[config.mk]
export PLATFORM = sky130hd
export DESIGN_NAME = pcbm_top
export DESIGN_NICKNAME = d
export VERILOG_FILES = /design/src/pcbm_pkg.sv /design/src/pcbm_lowbat_flags.sv /design/src/pcbm_top.sv
export VERILOG_INCLUDE_DIRS = /design/src
export SDC_FILE = /design/constraint.sdc
export NUM_CORES = 1
export LEC_CHECK = 0
export BUFFER_PORTS_ARGS = -buffer_cell sky130_fd_sc_hd__buf_2
export CORE_MARGIN = 2
export CORE_UTILIZATION = 58
export CTS_CLUSTER_SIZE = 40
export DETAILED_ROUTE_END_ITERATION = 6
export PLACE_DENSITY_LB_ADDON = 0.1
export SYNTH_ARGS = -nofsm -noshare
export SYNTH_HDL_FRONTEND = slang
export SYNTH_SLANG_ARGS = --single-unit
[constraint.sdc]
create_clock -name i_clk -period 5 [get_ports i_clk]
set_input_delay 1.5 -clock i_clk [delete_from_list [all_inputs] [get_ports i_clk]]
set_output_delay 1.5 -clock i_clk [all_outputs]
set_load 0.02 [all_outputs]
[src/pcbm_params.svh]
// What this block does
// Failure end: policy 01 turns supply on, 10 restores previous state.
// Policy calling for supply off leaves the button output untouched.
// Enabled front button held low holds button output low throughout.
// Recovery pulse on button output lasts at least 0.5 s, under 4 s.
// Supply enable output is always the inverse of sleep state input; the code inverts it one clock late and holds it high in reset.
// Hub interprets button output and drives sleep state, switching supply.
// Hub after-outage bit must be 1 when recovery is used.
// After standby rises above trip level, delay then release resume reset.
// Battery below 1.2 V on battery alone: battery reset at standby reset.
// Battery below 2.2 V without main power sets both low-battery bits.
// Battery-domain reset sets both low-battery status bits to one.
// Battery reset gives no wake; wake enable cleared by standby reset.
// Low battery gives no wake on standby; wakes when main returns.
// Management interrupt raised on main return when enable was set.
// Under main power status bits only update at main-power reset; the code also sets them at any battery-domain reset.
// Wake uses status/enable group six; interrupt uses group one.
// Wake output asserts when a wake status bit and its enable are set.
// Low-battery status bits stay set until software clears them.
`ifndef PCBM_PARAMS_SVH
`define PCBM_PARAMS_SVH
`define PCBM_CLK_PERIOD_NS   10
`define PCBM_PULSE_MS        500
`define PCBM_PULSE_CYC       ((`PCBM_PULSE_MS * 1000000) / `PCBM_CLK_PERIOD_NS)
`define PCBM_RSM_DELAY_MS    10
`define PCBM_RSM_DELAY_CYC   ((`PCBM_RSM_DELAY_MS * 1000000) / `PCBM_CLK_PERIOD_NS)
`define PCBM_POLICY_ON       2'h1
`define PCBM_POLICY_PREV     2'h2
`define PCBM_CNT_W           28
`endif

[src/pcbm_pkg.sv]
package pcbm_pkg;
  typedef enum logic [1:0] {
    PCBM_IDLE,
    PCBM_DECIDE,
    PCBM_PULSE,
    PCBM_DONE
  } pcbm_rec_t;
endpackage : pcbm_pkg

[src/pcbm_lowbat_flags.sv]
`timescale 1ns/1ps
// sticky low-battery status pair; set wins over software clear
module pcbm_lowbat_flags (
  input  wire logic i_clk,
  input  wire logic i_rst_n,
  input  wire logic i_set,
  input  wire logic i_clr_wake,
  input  wire logic i_clr_mgmt,
  output logic      o_wake_sts,
  output logic      o_mgmt_sts
);
  typedef struct packed {
    logic wake;
    logic mgmt;
  } pcbm_flag_t;

  pcbm_flag_t st_ff;
  pcbm_flag_t nxt_st;

  // status holds until cleared; a set in the clear cycle is kept
  always_comb begin
    nxt_st = st_ff;
    if (i_clr_wake) nxt_st.wake = 1'b0;
    if (i_clr_mgmt) nxt_st.mgmt = 1'b0;
    if (i_set) begin
      nxt_st.wake = 1'b1;
      nxt_st.mgmt = 1'b1;
    end
  end

  always_ff @(posedge i_clk or negedge i_rst_n) begin
    if (!i_rst_n) st_ff <= '0;
    else st_ff <= nxt_st;
  end

  assign o_wake_sts = st_ff.wake;
  assign o_mgmt_sts = st_ff.mgmt;
endmodule : pcbm_lowbat_flags

[src/pcbm_top.sv]
`timescale 1ns/1ps
`include "pcbm_params.svh"
// power button, supply gate, resume reset and low-battery latching
// the recovery pulse and the resume delay are counted in core clocks;
// both counters are 28 bits wide, enough for the half-second pulse at
// the nominal clock and at a clock up to five times faster; beyond that they need to be wider
// the battery inputs are levels from the supply monitors and are
// only captured while main power is away
module pcbm_top #(
  parameter logic [27:0] PULSE_CYC = 28'(`PCBM_PULSE_CYC),
  parameter logic [27:0] RSM_CYC   = 28'(`PCBM_RSM_DELAY_CYC)
) (
  input  wire logic       i_clk,
  input  wire logic       i_rst_n,
  // front button and hub sleep level
  input  wire logic       i_front_button_in_n,
  input  wire logic       i_button_enable,
  input  wire logic       i_sleep_state_in_n,
  // outage recovery policy
  input  wire logic [1:0] i_after_failure_policy,
  input  wire logic       i_previous_state_on,
  // supply rails, resets and battery monitors
  input  wire logic       i_standby_above_trip,
  input  wire logic       i_main_power_reset,
  input  wire logic       i_battery_por,
  input  wire logic       i_batt_below_low,
  input  wire logic       i_batt_below_dead,
  input  wire logic       i_standby_por,
  input  wire logic       i_main_present,
  // event enables and software clears
  input  wire logic       i_wake_enable_group_six,
  input  wire logic       i_mgmt_int_enable_group_one,
  input  wire logic       i_wake_status_clear,
  input  wire logic       i_mgmt_status_clear,
  // pins toward the hub, the supply and the event logic
  output logic            o_button_request_out_n,
  output logic            o_supply_enable_out_n,
  output logic            o_resume_well_reset_n,
  output logic            o_wake_status_group_six,
  output logic            o_mgmt_int_status_group_one,
  output logic            o_wake_event_out_n,
  output logic            o_mgmt_int_out,
  output logic            o_battery_domain_reset
);
  typedef struct packed {
    // recovery sequence and its counters
    pcbm_pkg::pcbm_rec_t rec;
    logic [27:0]         pulse_cnt;
    logic [27:0]         rsm_cnt;
    // registered pins
    logic                btn_n;
    logic                supply_n;
    logic                rsm_n;
    logic                wake_n;
    logic                mgmt;
    // battery and event bookkeeping
    logic                wake_en;
    logic                dead_seen;
    logic                low_seen;
    logic                bat_rst;
    logic                set_flags;
  } pcbm_state_t;

  pcbm_state_t st_ff;
  pcbm_state_t nxt_st;
  logic        wake_sts;
  logic        mgmt_sts;

  // policy decode reused by the recovery branch
  function automatic logic want_on(input logic [1:0] pol, input logic prev);
    want_on = (pol == `PCBM_POLICY_ON) || ((pol == `PCBM_POLICY_PREV) && prev);
  endfunction : want_on

  // counter step shared by the resume delay and the recovery pulse
  function automatic logic [27:0] cnt_inc(input logic [27:0] val);
    cnt_inc = val + 28'h0000001;
  endfunction : cnt_inc

  pcbm_lowbat_flags u_flags (
    .i_clk      (i_clk),
    .i_rst_n    (i_rst_n),
    .i_set      (st_ff.set_flags),
    .i_clr_wake (i_wake_status_clear),
    .i_clr_mgmt (i_mgmt_status_clear),
    .o_wake_sts (wake_sts),
    .o_mgmt_sts (mgmt_sts)
  );

  // all next-state logic; one copy of the state is filled here and the
  // flop process below registers it, so every output leaves from a flop
  always_comb begin
    nxt_st = st_ff;

    // one-cycle strobes drop back to zero unless raised further down
    nxt_st.set_flags = 1'b0;
    nxt_st.bat_rst   = 1'b0;

    // supply gate: a plain inversion of the hub's sleep level, one clock
    // late; the hub owns the on/off decision, this block only buffers it
    nxt_st.supply_n = ~i_sleep_state_in_n;

    // resume reset and recovery both restart whenever standby drops, so
    // every standby rise gives exactly one recovery decision
    if (!i_standby_above_trip) begin
      nxt_st.rsm_cnt   = '0;
      nxt_st.rsm_n     = 1'b0;
      nxt_st.pulse_cnt = '0;
      nxt_st.rec       = pcbm_pkg::PCBM_IDLE;
    end else begin
      // keep the resume well in reset for the whole delay after the trip
      if (st_ff.rsm_cnt < RSM_CYC) begin
        nxt_st.rsm_cnt = cnt_inc(st_ff.rsm_cnt);
      end else begin
        nxt_st.rsm_n = 1'b1;
      end

      // recovery waits for the released resume reset, so the hub is out
      // of reset before it sees the recovery pulse
      case (st_ff.rec)
        pcbm_pkg::PCBM_IDLE: begin
          if (st_ff.rsm_n) begin
            nxt_st.rec = pcbm_pkg::PCBM_DECIDE;
          end
        end
        pcbm_pkg::PCBM_DECIDE: begin
          nxt_st.pulse_cnt = '0;
          if (want_on(i_after_failure_policy, i_previous_state_on)) begin
            nxt_st.rec = pcbm_pkg::PCBM_PULSE;
          end else begin
            nxt_st.rec = pcbm_pkg::PCBM_DONE;
          end
        end
        pcbm_pkg::PCBM_PULSE: begin
          // fixed width keeps well clear of the hub's override time
          nxt_st.pulse_cnt = cnt_inc(st_ff.pulse_cnt);
          if (st_ff.pulse_cnt >= PULSE_CYC - 28'h0000001) begin
            nxt_st.rec = pcbm_pkg::PCBM_DONE;
          end
        end
        // done holds until standby drops; the decision is never retried
        pcbm_pkg::PCBM_DONE: begin
          nxt_st.rec = pcbm_pkg::PCBM_DONE;
        end
        default: begin
          nxt_st.rec = pcbm_pkg::PCBM_IDLE;
        end
      endcase
    end

    // button output: the front button passes straight through while
    // enabled and the recovery pulse is merged in; a policy that keeps
    // the supply off never reaches the pulse state, so the pin is left alone
    nxt_st.btn_n = ~((i_button_enable && !i_front_button_in_n)
                   || (nxt_st.rec == pcbm_pkg::PCBM_PULSE));

    // remember battery conditions seen while main power is away; under
    // main power nothing is captured, so a low-battery capture only sets status at main reset
    if (i_batt_below_dead && !i_main_present) begin
      nxt_st.dead_seen = 1'b1;
    end
    if (i_batt_below_low && !i_main_present) begin
      nxt_st.low_seen = 1'b1;
    end

    // standby reset: the wake enable is not kept, and a dead battery seen
    // before it turns into a battery-domain reset pulse; a capture in the
    // very cycle of the standby reset waits for the next one
    if (i_standby_por) begin
      nxt_st.wake_en = 1'b0;
      if (st_ff.dead_seen) begin
        nxt_st.bat_rst   = 1'b1;
        nxt_st.dead_seen = 1'b0;
      end
    end else if (i_main_present) begin
      nxt_st.wake_en = i_wake_enable_group_six;
    end

    // a battery-domain reset sets both status bits
    if (i_battery_por || st_ff.bat_rst) begin
      nxt_st.set_flags = 1'b1;
    end
    // main reset consumes a low-battery capture; clearing the capture keeps
    // a later main reset from setting the bits a second time
    if (i_main_power_reset && st_ff.low_seen) begin
      nxt_st.set_flags = 1'b1;
      nxt_st.low_seen  = 1'b0;
    end

    // events only reach the outputs once main power is up; under standby
    // alone the status just waits, so no wake comes from standby
    nxt_st.wake_n = ~(i_main_present && st_ff.wake_en && wake_sts);
    nxt_st.mgmt   = i_main_present && i_mgmt_int_enable_group_one && mgmt_sts;
  end

  always_ff @(posedge i_clk or negedge i_rst_n) begin
    // reset leaves the pins idle: no request, supply off, no wake
    if (!i_rst_n) begin
      st_ff          <= '0;
      st_ff.rec      <= pcbm_pkg::PCBM_IDLE;
      st_ff.btn_n    <= 1'b1;
      st_ff.supply_n <= 1'b1;
      st_ff.wake_n   <= 1'b1;
    end else begin
      st_ff <= nxt_st;
    end
  end

  // every pin leaves straight from a flop
  assign o_button_request_out_n      = st_ff.btn_n;
  assign o_supply_enable_out_n       = st_ff.supply_n;
  assign o_resume_well_reset_n       = st_ff.rsm_n;
  assign o_wake_status_group_six     = wake_sts;
  assign o_mgmt_int_status_group_one = mgmt_sts;
  assign o_wake_event_out_n          = st_ff.wake_n;
  assign o_mgmt_int_out              = st_ff.mgmt;
  assign o_battery_domain_reset      = st_ff.bat_rst;
endmodule : pcbm_top

### After elaboration in Yosys (flattened, before gate mapping)

Cells that the tools add are included.

* flip-flop bits (word level): 70
* input bits: 19
* output and inout port bits: 8
* logic and storage cells: 73

* add/sub/neg operators: 2
* magnitude comparators: 2
* eq/ne operators: 9
* muxes and demuxes: 23
* bitwise gates (word level): 3
* reduce and logical (&&, ||, !) cells: 19

Operators with widths (number)
* $mux 58: 1
* $add 28x1->28 const B: 2
* $pmux 28 s2: 1
* $ge 28x26->1 const B: 1
* $lt 28x20->1 const B: 1
* $mux 28: 1
* $mux 1: 16
* $logic_and 1x1->1: 9
* $eq 2x2->1 const B: 4
* $pmux 2 s4: 1
* $reduce_bool 2->1: 4
* $mux 2: 3
* $eq 2x1->1 const B: 2
* $logic_or 1x1->1: 3
* $ne 3x1->1 const B: 1
* $not 1->1: 3
* $logic_not 1->1: 2
* $logic_not 2->1: 1
* $ne 2x1->1 const B: 1
* $ne 2x2->1 const B: 1

### Longest topological paths before layout

Gate-level depths: netlist of run 1.

* depth in word-level cells: 9
* gate-level depth with buffers: 8
* depth with buffers taken out: 6

### By module

Synthesis of run 1 repeated with hierarchy kept, for this count alone.

* cells, all modules: 374
* area, all modules: 3557.2 um^2

Modules (own cells, without submodules)
* pcbm_top: times used 1, cells each 368, area each 3484.6 um^2, sequential area each 1705.4 um^2
* pcbm_lowbat_flags: times used 1, cells each 6, area each 72.6 um^2, sequential area each 50.0 um^2

### Least setup slack after synthesis of run 1

No wires, ideal clock.

* kind: input -> register
* from: in i_standby_above_trip
* to: reg st_ff[48] (netlist name)
* setup time: 0.133 ns
* arrival time: 2.690 ns
* required time: 4.867 ns
* slack: 2.177 ns
* stages: 8
* buffers on the path: 3
* cells stage by stage: buf_2 > inv_1 > or2_2 > clkbuf_1 > buf_1 > nor2_1 > o21ai_0 > o21ai_0

* word-level cells in the longest chain between the ends: 1
* elaborated cells between the ends (all ways): 2
* those cells by class: eq/ne (1); mux (1)

RTL lines
* from (decl): line pcbm_top.sv:23 `input wire logic i_standby_above_trip,`
* $ne 3x1->1 (no source line) or $mux 58 (tied branches)
* to (signal assigned): line pcbm_top.sv:204 `st_ff <= nxt_st;`
* to (decl): line pcbm_top.sv:64 `pcbm_state_t st_ff;`

Several ways; a longest one is shown, not always the timed one.
A chain may end at the register's enable or synchronous reset.

### Worst setup path in the final report of run 1

* from: in i_standby_above_trip
* to: reg st_ff[65] (netlist name)

The elaborated chain is that of the path after synthesis.

==> results of run 1 <==
layer usage:
metal	part of all wire [%]	track usage [%]	vias up
met2	50	40.49	60
met3	3.2	5.604	16
met1	45	30.48	1383
met4	2.0	11.17	0
met5	0	0	-
li1	-	-	1399
cells in the mapped netlist (all sizes together):
library cell	n	area [sq um]
or3	2	12.51
o21ai	49	245.2
a21o	4	30.03
mux2i	11	110.1
or4b	2	20.02
nor2	24	90.09
nand2b	11	68.82
nor3	6	35.03
a31oi	13	81.33
a2111oi	3	33.78
a211oi	3	35.03
nor4	4	37.53
o211a	1	10.01
o31ai	5	51.30
nand3	14	82.58
a22o	1	8.760
o32ai	1	8.760
and2	11	68.82
and4b	1	10.01
ha	2	25.02
a41oi	2	17.52
nand4	23	143.9
o41ai	2	17.52
or4	1	7.510
xnor2	7	61.31
nand3b	1	7.510
inv	8	30.03
and3	10	62.56
dfstp	3	78.83
buf	7	40.03
dfrtp	67	1677
nor2b	2	12.51
a21oi	13	65.06
a211o	2	17.52
or2	1	6.260
o21a	1	7.510
a21bo	1	10.01
nand2	27	101.4
clkbuf	13	48.80
and4	6	52.55
area by class of cell:
| cell class | count | area, sq um |
|---|---|---|
| fillers | 478 | 2001 |
| flip-flops and latches | 70 | 1755 |
| multi-input cells | 267 | 1655 |
| repair buffers | 31 | 167.7 |
| clock buffers | 10 | 137.6 |
| well taps | 75 | 93.84 |
| clock inverters | 6 | 45.04 |
| inverters | 8 | 30.03 |
worst max-delay path, cell delays in order:
cell and delay (ps):
buf_2 370, inv_1 360, or2_2 610, or3_1 410, o21ai_0 70
where the power goes:
part / switching (mW) / total [mW] / internal (mW)
combinational: 0.0490 / 0.0735 / 0.0245
clock: 0.223 / 0.419 / 0.196
sequential: 0.00806 / 0.585 / 0.577
total: 0.280 / 1.08 / 0.798
logic make-up after synthesis:
family                     Yosys count  share of synthesized area, %
AOI/OAI and AO/OA                  101                         18.11
xor gates and xnor gates             7                         1.737
adders and majority gates            2                        0.7089
buffers and inverters               28                         3.367
DFF                                 70                         49.73
muxes                               11                         3.120
and+or+nand+nor                    146                         23.22
state kept, by name, summed over array words and instances, names as in the netlist:
register and count:
u_flags.o_wake_sts 1, st_ff 62, o_resume_well_reset_n 1, o_button_request_out_n 1, u_flags.o_mgmt_sts 1, o_supply_enable_out_n 1
o_wake_event_out_n 1, o_battery_domain_reset 1, o_mgmt_int_out 1
through the flow:
stage | instance area (sq um) | std cells | hold WS [ps] | setup slack [ps] | utilization (%)
2_1_floorplan | 3530 | 365 | 389.4 | 2177 | -
3_3_place_gp | 3702 | 451 | 421.5 | 1630 | 62.90
3_5_place_dp | 3702 | 451 | 426.0 | 1578 | 62.90
4_1_cts | 3885 | 467 | 443.7 | 1943 | 66.01
5_1_grt | 3885 | 467 | 471.5 | 1784 | 66.01
6_report | 3885 | 467 | 442.4 | 1944 | 66.01
path summary, 6_finish.rpt:
path | start | to | slack [ps] | cells after the start
hold reg to reg | st_ff[4]$_DFFE_PN0P_ | o_wake_event_out_n$_DFF_PN1_ | 440 | 1
min in group asynchronous | i_rst_n | st_ff[36]$_DFFE_PN0P_ | 1000 | 1
max in group asynchronous | i_rst_n | o_button_request_out_n$_DFF_PN1_ | 3270 | 2
hold / removal | st_ff[4]$_DFFE_PN0P_ | o_wake_event_out_n$_DFF_PN1_ | 440 | 1
setup / recovery | i_standby_above_trip | st_ff[65]$_DFFE_PN0P_ | 1940 | 5
setup reg to reg | st_ff[36]$_DFFE_PN0P_ | st_ff[27]$_DFFE_PN0P_ | 2820 | 5
==> out/qor.yml, run 1 <==
critical_path:
  cp.arrival_ps: 3320
  worstSetupStartpointType: "input pin"
  timing_worst_setup_path_type: "in2reg"
  worstPathRequired_ps: 5260
  worstSetupEndpointType: "flip-flop"
  critPathMaxFanout: 28
timing:
  finalHoldViolCount: 0
  timing.slew.headroom_pct: 41.14
  fmax_mhz: 327.3
  fin_worst_skew_ps: 11.00
  rsz0062_at_grt: "false"
  worst_slew_pin_slew_ps: 882.9
  slew_viol_final: 0
  tns_ps: 0
  period_share_pct: 61.11
  finalSetupViolations: 0
  fin_crit_ps: 3056
clock_network:
  cts.sinks: 70
  postCtsResizedCells: 0
  clock_path_buffers: 2
  holdBufCountCts: 0
  clk_latency_ps: 340
  htreeDepth: 3
  cts_tree: "built"
  clkTransAtPathRegs_ps: 80
  numCtsBuffers: 9
  post_cts_buffers: 0
  clockRootBuffer: "clkbuf_8"
grt:
  grt_max_degree: 34
  track_usage_pct: 24.46
  grt_overflow_total: 0
  grt_pass1_wl_microns: 12550
  antenna_found_initial: 0
  first_global_vias: 2787
logic_synthesis:
  synth_nets: 386
  ys_types: 50
  syn_area_sq_mm: 0.003530
  syn_avg_cell_area_sq_um: 9.670
  yosysWarnings: 0
  seq_area_frac_synth_pct: 49.73
  post_synth_inst_count: 365
  synth-seq-cells: 70
routing:
  via_count: 2858
  route.antenna.remaining_nets: 0
  wl_per_cell_microns: 15.55
  first_pass_iters: 5
  viasPerCell: 6.120
  drtIter0Drc: 142
  routed_wl_microns: 7264
  drcViolationCount: 0
final_layout:
  final_common_cell: "dfrtp_1"
  layout-drive-gt1-share_pct: 15.05
  area_delta_synth_final_pct: 10.07
  layout_common_cells: "dfrtp_1 (67), o21ai_0 (46), nand2_1 (27)"
  antennaDiodeCount: 0
  nets: 408
placed_design:
  place_congestion: 0.8371
  dp_hpwl_microns: 4769
  place.port_buffers: 26
floorplan:
  dieArea_sq_mm: 0.006726
  chipHeight_microns: 82.01
  initial_core_util_pct: 59.97
  die_w_microns: 82.01
  core.rowCount: 28
  core_sq_mm: 0.005886
  io-pin-count: 27
run_status:
  outcome: "completed"
pwr:
  finalPower_mw: 1.077
  p_leak_nw: 1.734
  irDropWorstVdd_mv: 0.1704
  powerDensity_mw_per_mm2: 277.3
job:
  max_cap_viol_count: 0
hold_path:
  hp-class: "reg2reg"
No activity file was read; power rests on OpenSTA's default activity.
==> run 2, diff against run 1 <==
- CORE_UTILIZATION: 58 -> 54
- clock period: 5 -> 2.55 ns (I/O delays scaled with it)
==> out/qor.yml, run 2 (same netlist as run 1, synthesis figures left out) <==
run_status:
  outcome: "completed"
routing:
  route.antenna.remaining_nets: 0
  first_pass_iters: 5
  drtIter0Drc: 193
  wl_per_cell_microns: 15.16
  via_count: 2797
  drcViolationCount: 0
  routed_wl_microns: 7139
  viasPerCell: 5.938
timing:
  finalSetupViolations: 0
  timing.slew.headroom_pct: 54.58
  fin_worst_skew_ps: 10.70
  slew_viol_final: 0
  period_share_pct: 80.48
  fin_crit_ps: 2052
  fmax_mhz: 487.3
  finalHoldViolCount: 0
  worst_slew_pin_slew_ps: 678.8
  rsz0062_at_grt: "false"
  tns_ps: 0
grt:
  grt_use_met3_pct: 5.447
  first_global_vias: 2590
  use_met2_pct: 31.85
  grt_max_degree: 71
  antenna_found_initial: 0
  met1_usage_pct: 29.69
  track_usage_pct: 20.96
  busiest_layer: "met2"
  grt_pass1_wl_microns: 12150
  grt_overflow_total: 0
critical_path:
  rrSetupSlack_ps: 500
  timing_worst_setup_path_type: "reg2reg"
  worstPathRequired_ps: 2820
  cp.arrival_ps: 2320
  worstSetupStartpointType: "flip-flop"
  worstSetupEndpointType: "flip-flop"
  critPathMaxFanout: 10
final_layout:
  layout_common_cells: "dfrtp_1 (67), o21ai_0 (46), nand2_1 (27)"
  layout-drive-gt1-share_pct: 15.48
  nets: 410
  largest_register_ffs: 62
  post-route-cell-area_sq_mm: 0.003979
  antennaDiodeCount: 0
  area_delta_synth_final_pct: 12.73
  final_common_cell: "dfrtp_1"
  largest_register: "st_ff"
pwr:
  powerDensity_mw_per_mm2: 601.8
  p_leak_nw: 1.778
  irDropWorstVdd_mv: 0.3722
floorplan:
  initial_core_util_pct: 55.59
  die_w_microns: 84.85
  chipHeight_microns: 84.85
  dieArea_sq_mm: 0.007199
  io-pin-count: 27
  core.rowCount: 29
  core_sq_mm: 0.006350
hold_path:
  hp-class: "in2async"
placed_design:
  dp_hpwl_microns: 4529
  place.port_buffers: 26
  placed_cell_area_sq_mm: 0.003732
  place_congestion: 0.8329
clock_network:
  htreeDepth: 3
  cts.sinks: 70
  cts_tree: "built"
  clockRootBuffer: "clkbuf_8"
  clk_latency_ps: 350
  postCtsResizedCells: 0
  holdBufCountCts: 0
  clkTransAtPathRegs_ps: 80
  post_cts_buffers: 0
  clock_path_buffers: 2
  numCtsBuffers: 9
job:
  max_cap_viol_count: 0
==> run 2: cell types whose count changed in the layout (fill, tap and decap cells not counted) <==
cell,change
inv_6,-1
bufinv_16,+3
buf_12,+1
buf_4,+1
clkinv_4,-2
==> run 2: through the flow <==
stage / utilization (%) / hold WS [ps] / instances / worst slack, ps / power (mW)
after global routing: 62.66 / 452.6 / 471 / 336.8 / 2.485
after floorplan: - / 389.4 / 365 / 461.9 / 1.251
after global placement: 58.78 / 419.8 / 455 / 590.9 / 1.320
after detailed placement: 58.78 / 426.3 / 455 / 491.6 / 1.323
after CTS: 62.66 / 437.8 / 471 / 467.0 / 2.422
final: 62.66 / 434.2 / 471 / 497.8 / 2.395
==> run 2: power breakdown <==
group	total [mW]	internal, mW	switching (mW)	leakage (nW)
combinational	0.152	0.0539	0.0981	0.703
clock	1.09	0.675	0.420	0.126
sequential	1.15	1.13	0.0163	0.949
==> run 2: path summary, 6_finish.rpt <==
path / from / end / cells past startpoint
max: st_ff[36]$_DFFE_PN0P_ / st_ff[21]$_DFFE_PN0P_ / 5
min: i_rst_n / st_ff[12]$_DFFE_PN0P_ / 2
max reg2reg: st_ff[36]$_DFFE_PN0P_ / st_ff[21]$_DFFE_PN0P_ / 5
min reg2reg: st_ff[4]$_DFFE_PN0P_ / o_wake_event_out_n$_DFF_PN1_ / 1
max in group asynchronous: i_rst_n / o_supply_enable_out_n$_DFF_PN1_ / 2
min in group i_clk: st_ff[4]$_DFFE_PN0P_ / o_wake_event_out_n$_DFF_PN1_ / 1
==> run 2: critical path, stage by stage, from the launching register on <==
cell and delay [ps]:
dfrtp_1 390, nor4_2 330, nand2_1 240, a21o_1 330, or4_1 540, a21oi_1 150
==> run 2: final cells by class <==
| class | instances | area, sq um |
|---|---|---|
| multi-input combinational | 267 | 1655 |
| clock buffer | 10 | 137.6 |
| tap | 77 | 96.34 |
| sequential | 70 | 1755 |
| clock inverter | 6 | 108.9 |
| inverter | 8 | 30.03 |
| fill | 513 | 2371 |
| timing repair buffer | 33 | 195.2 |
==> run 2: layer usage <==
| layer | part of all wire [%] | wire, microns |
|---|---|---|
| met2 | 44 | 3167 |
| met1 | 50 | 3601 |
| met5 | 0 | 0 |
| met3 | 4.7 | 334 |
| met4 | 0.50 | 36 |
==> run 3, diff against run 2 <==
- clock period: 2.55 -> 1.7 ns (I/O delays scaled with it)
==> out/qor.yml, run 3 (same netlist as run 1, synthesis figures left out) <==
critical_path:
  worst_path_dominant_cell_family: "compound AO/OA/AOI/OAI gates"
  cp_num_buf_inv: 0
  worstSetupStartpointType: "flip-flop"
  critPathSlowestCell: "or4b_1"
  worstSetupEndpointType: "flip-flop"
  critPathMaxFanout: 8
  worstPathRequired_ps: 1980
  timing_worst_setup_path_type: "reg2reg"
  cp.arrival_ps: 2170
  crit_chain: "o31ai_4, nand3_4, a21o_4, or4b_1, a21oi_1"
  slowest_delay_ps: 520
final_layout:
  layout-drive-gt1-share_pct: 31.00
  layout_common_cells: "dfrtp_1 (67), buf_4 (59), o21ai_0 (36)"
  area_delta_synth_final_pct: 30.49
  nets: 474
  post-route-cell-area_sq_mm: 0.004606
  antennaDiodeCount: 0
  largest_register_ffs: 62
  final_core_util_pct: 72.53
  largest_register: "st_ff"
  final_common_cell: "dfrtp_1"
grt:
  first_global_vias: 3148
  grt_max_degree: 71
  track_usage_pct: 24.29
  antenna_found_initial: 0
  grt_overflow_total: 0
  grt_pass1_wl_microns: 14080
placed_design:
  place.port_buffers: 26
  placed_cell_area_sq_mm: 0.004173
  place_congestion: 0.8511
  dp_hpwl_microns: 5375
timing:
  worst_slew_pin_slew_ps: 408.0
  rsz0062_at_grt: "true"
  slew_viol_final: 0
  finalSetupViolations: 14
  fin_worst_skew_ps: 11.75
  fmax_mhz: 528.0
  layout_setup_ws_ps: -194.0
  fin_crit_ps: 1894
  finalHoldViolCount: 0
  period_share_pct: 111.4
  timing.slew.headroom_pct: 72.44
pwr:
  comb_power_share_pct: 7.8
  powerDensity_mw_per_mm2: 758.5
  finalPower_mw: 3.494
  clkPwrFrac_pct: 43.0
  p_leak_nw: 2.119
  irDropWorstVdd_mv: 0.4754
  intPower_mw: 2.636
  power.switching_uw: 857.7
  p_sw_share_pct: 24.55
  power_frac_seq_pct: 49.1
clock_network:
  clock_path_buffers: 2
  htreeDepth: 3
  holdBufCountCts: 0
  clk_latency_ps: 350
  numCtsBuffers: 9
  clkTransAtPathRegs_ps: 80
  cts.sinks: 70
  clockRootBuffer: "clkbuf_8"
  cts_tree: "built"
routing:
  drtIter0Drc: 170
  via_count: 3146
  route.antenna.remaining_nets: 0
  wl_per_cell_microns: 15.58
  first_pass_iters: 4
  routed_wl_microns: 8333
  viasPerCell: 5.880
  drcViolationCount: 0
floorplan:
  die_w_microns: 84.85
  core_sq_mm: 0.006350
  dieArea_sq_mm: 0.007199
  core.rowCount: 29
  chipHeight_microns: 84.85
  initial_core_util_pct: 55.59
  io-pin-count: 27
hold_path:
  hp-class: "in2async"
job:
  max_cap_viol_count: 0
run_status:
  violations: "negative setup slack"
  outcome: "complete, but fails checks"
## run 3: changes by cell type in the layout (fill, tap and decap cells not counted), sizes merged
cell,delta
buf,+64
bufinv,-1
clkbuf,-1
clkinv,-1
clkinvlp,+2
inv,+1
## run 3: final cells by class
type	instances	area, sq um
Clock buffer	9	123.9
Clock inverter	7	97.59
Fill cell	446	1744
Inverter	8	30.03
Multi-Input combinational cell	267	1757
Sequential cell	70	1755
Tap cell	77	96.34
Timing Repair Buffer	97	745.7
## run 3: stage by stage
step	worst slack, ps	hold WS [ps]	instances	setup TNS [ps]
detailed placement	-163.4	418.9	508	-1506
finish	-194.0	146.3	535	-1263
global placement	-184.5	404.0	508	-1037
CTS	-144.9	179.0	528	-1294
global route	-264.0	203.7	535	-3371
floorplan	-146.9	214.4	365	-558.7
## run 3: path summary, 6_finish.rpt
path	from	end	slack (ps)	depth (start not counted)
worst max-delay path	st_ff[16]$_DFFE_PN0P_	st_ff[27]$_DFFE_PN0P_	-190	5
worst min-delay path	i_rst_n	st_ff[29]$_DFFE_PN0P_	150	2
worst max register to register	st_ff[16]$_DFFE_PN0P_	st_ff[27]$_DFFE_PN0P_	-190	5
worst min register to register	st_ff[4]$_DFFE_PN0P_	o_wake_event_out_n$_DFF_PN1_	440	1
max in group asynchronous	i_rst_n	o_supply_enable_out_n$_DFF_PN1_	1180	2
min in group i_clk	i_sleep_state_in_n	o_supply_enable_out_n$_DFF_PN1_	270	2
## run 3: repair_timing
item	CTS	global route
gates cloned	0	1
pin swaps	7	16
buffers inserted	4	7
resized for setup	8	30
endpoints found under the setup margin	18	35
## run 3: power by group through the flow
stage / Sequential, mW / Combinational, mW / Clock [mW]
CTS: 1.72 / 0.269 / 1.52
global route: 1.72 / 0.306 / 1.60
detailed placement: 1.75 / 0.268 / 0
finish: 1.72 / 0.273 / 1.50
global placement: 1.75 / 0.263 / 0
floorplan: 1.76 / 0.115 / 0
## run 3: routing by layer
layer  wire length (microns)  track usage, %
met5                       0               0
met4                     163           9.091
met3                     269           4.767
met2                    3820           37.29
met1                    4080           34.58
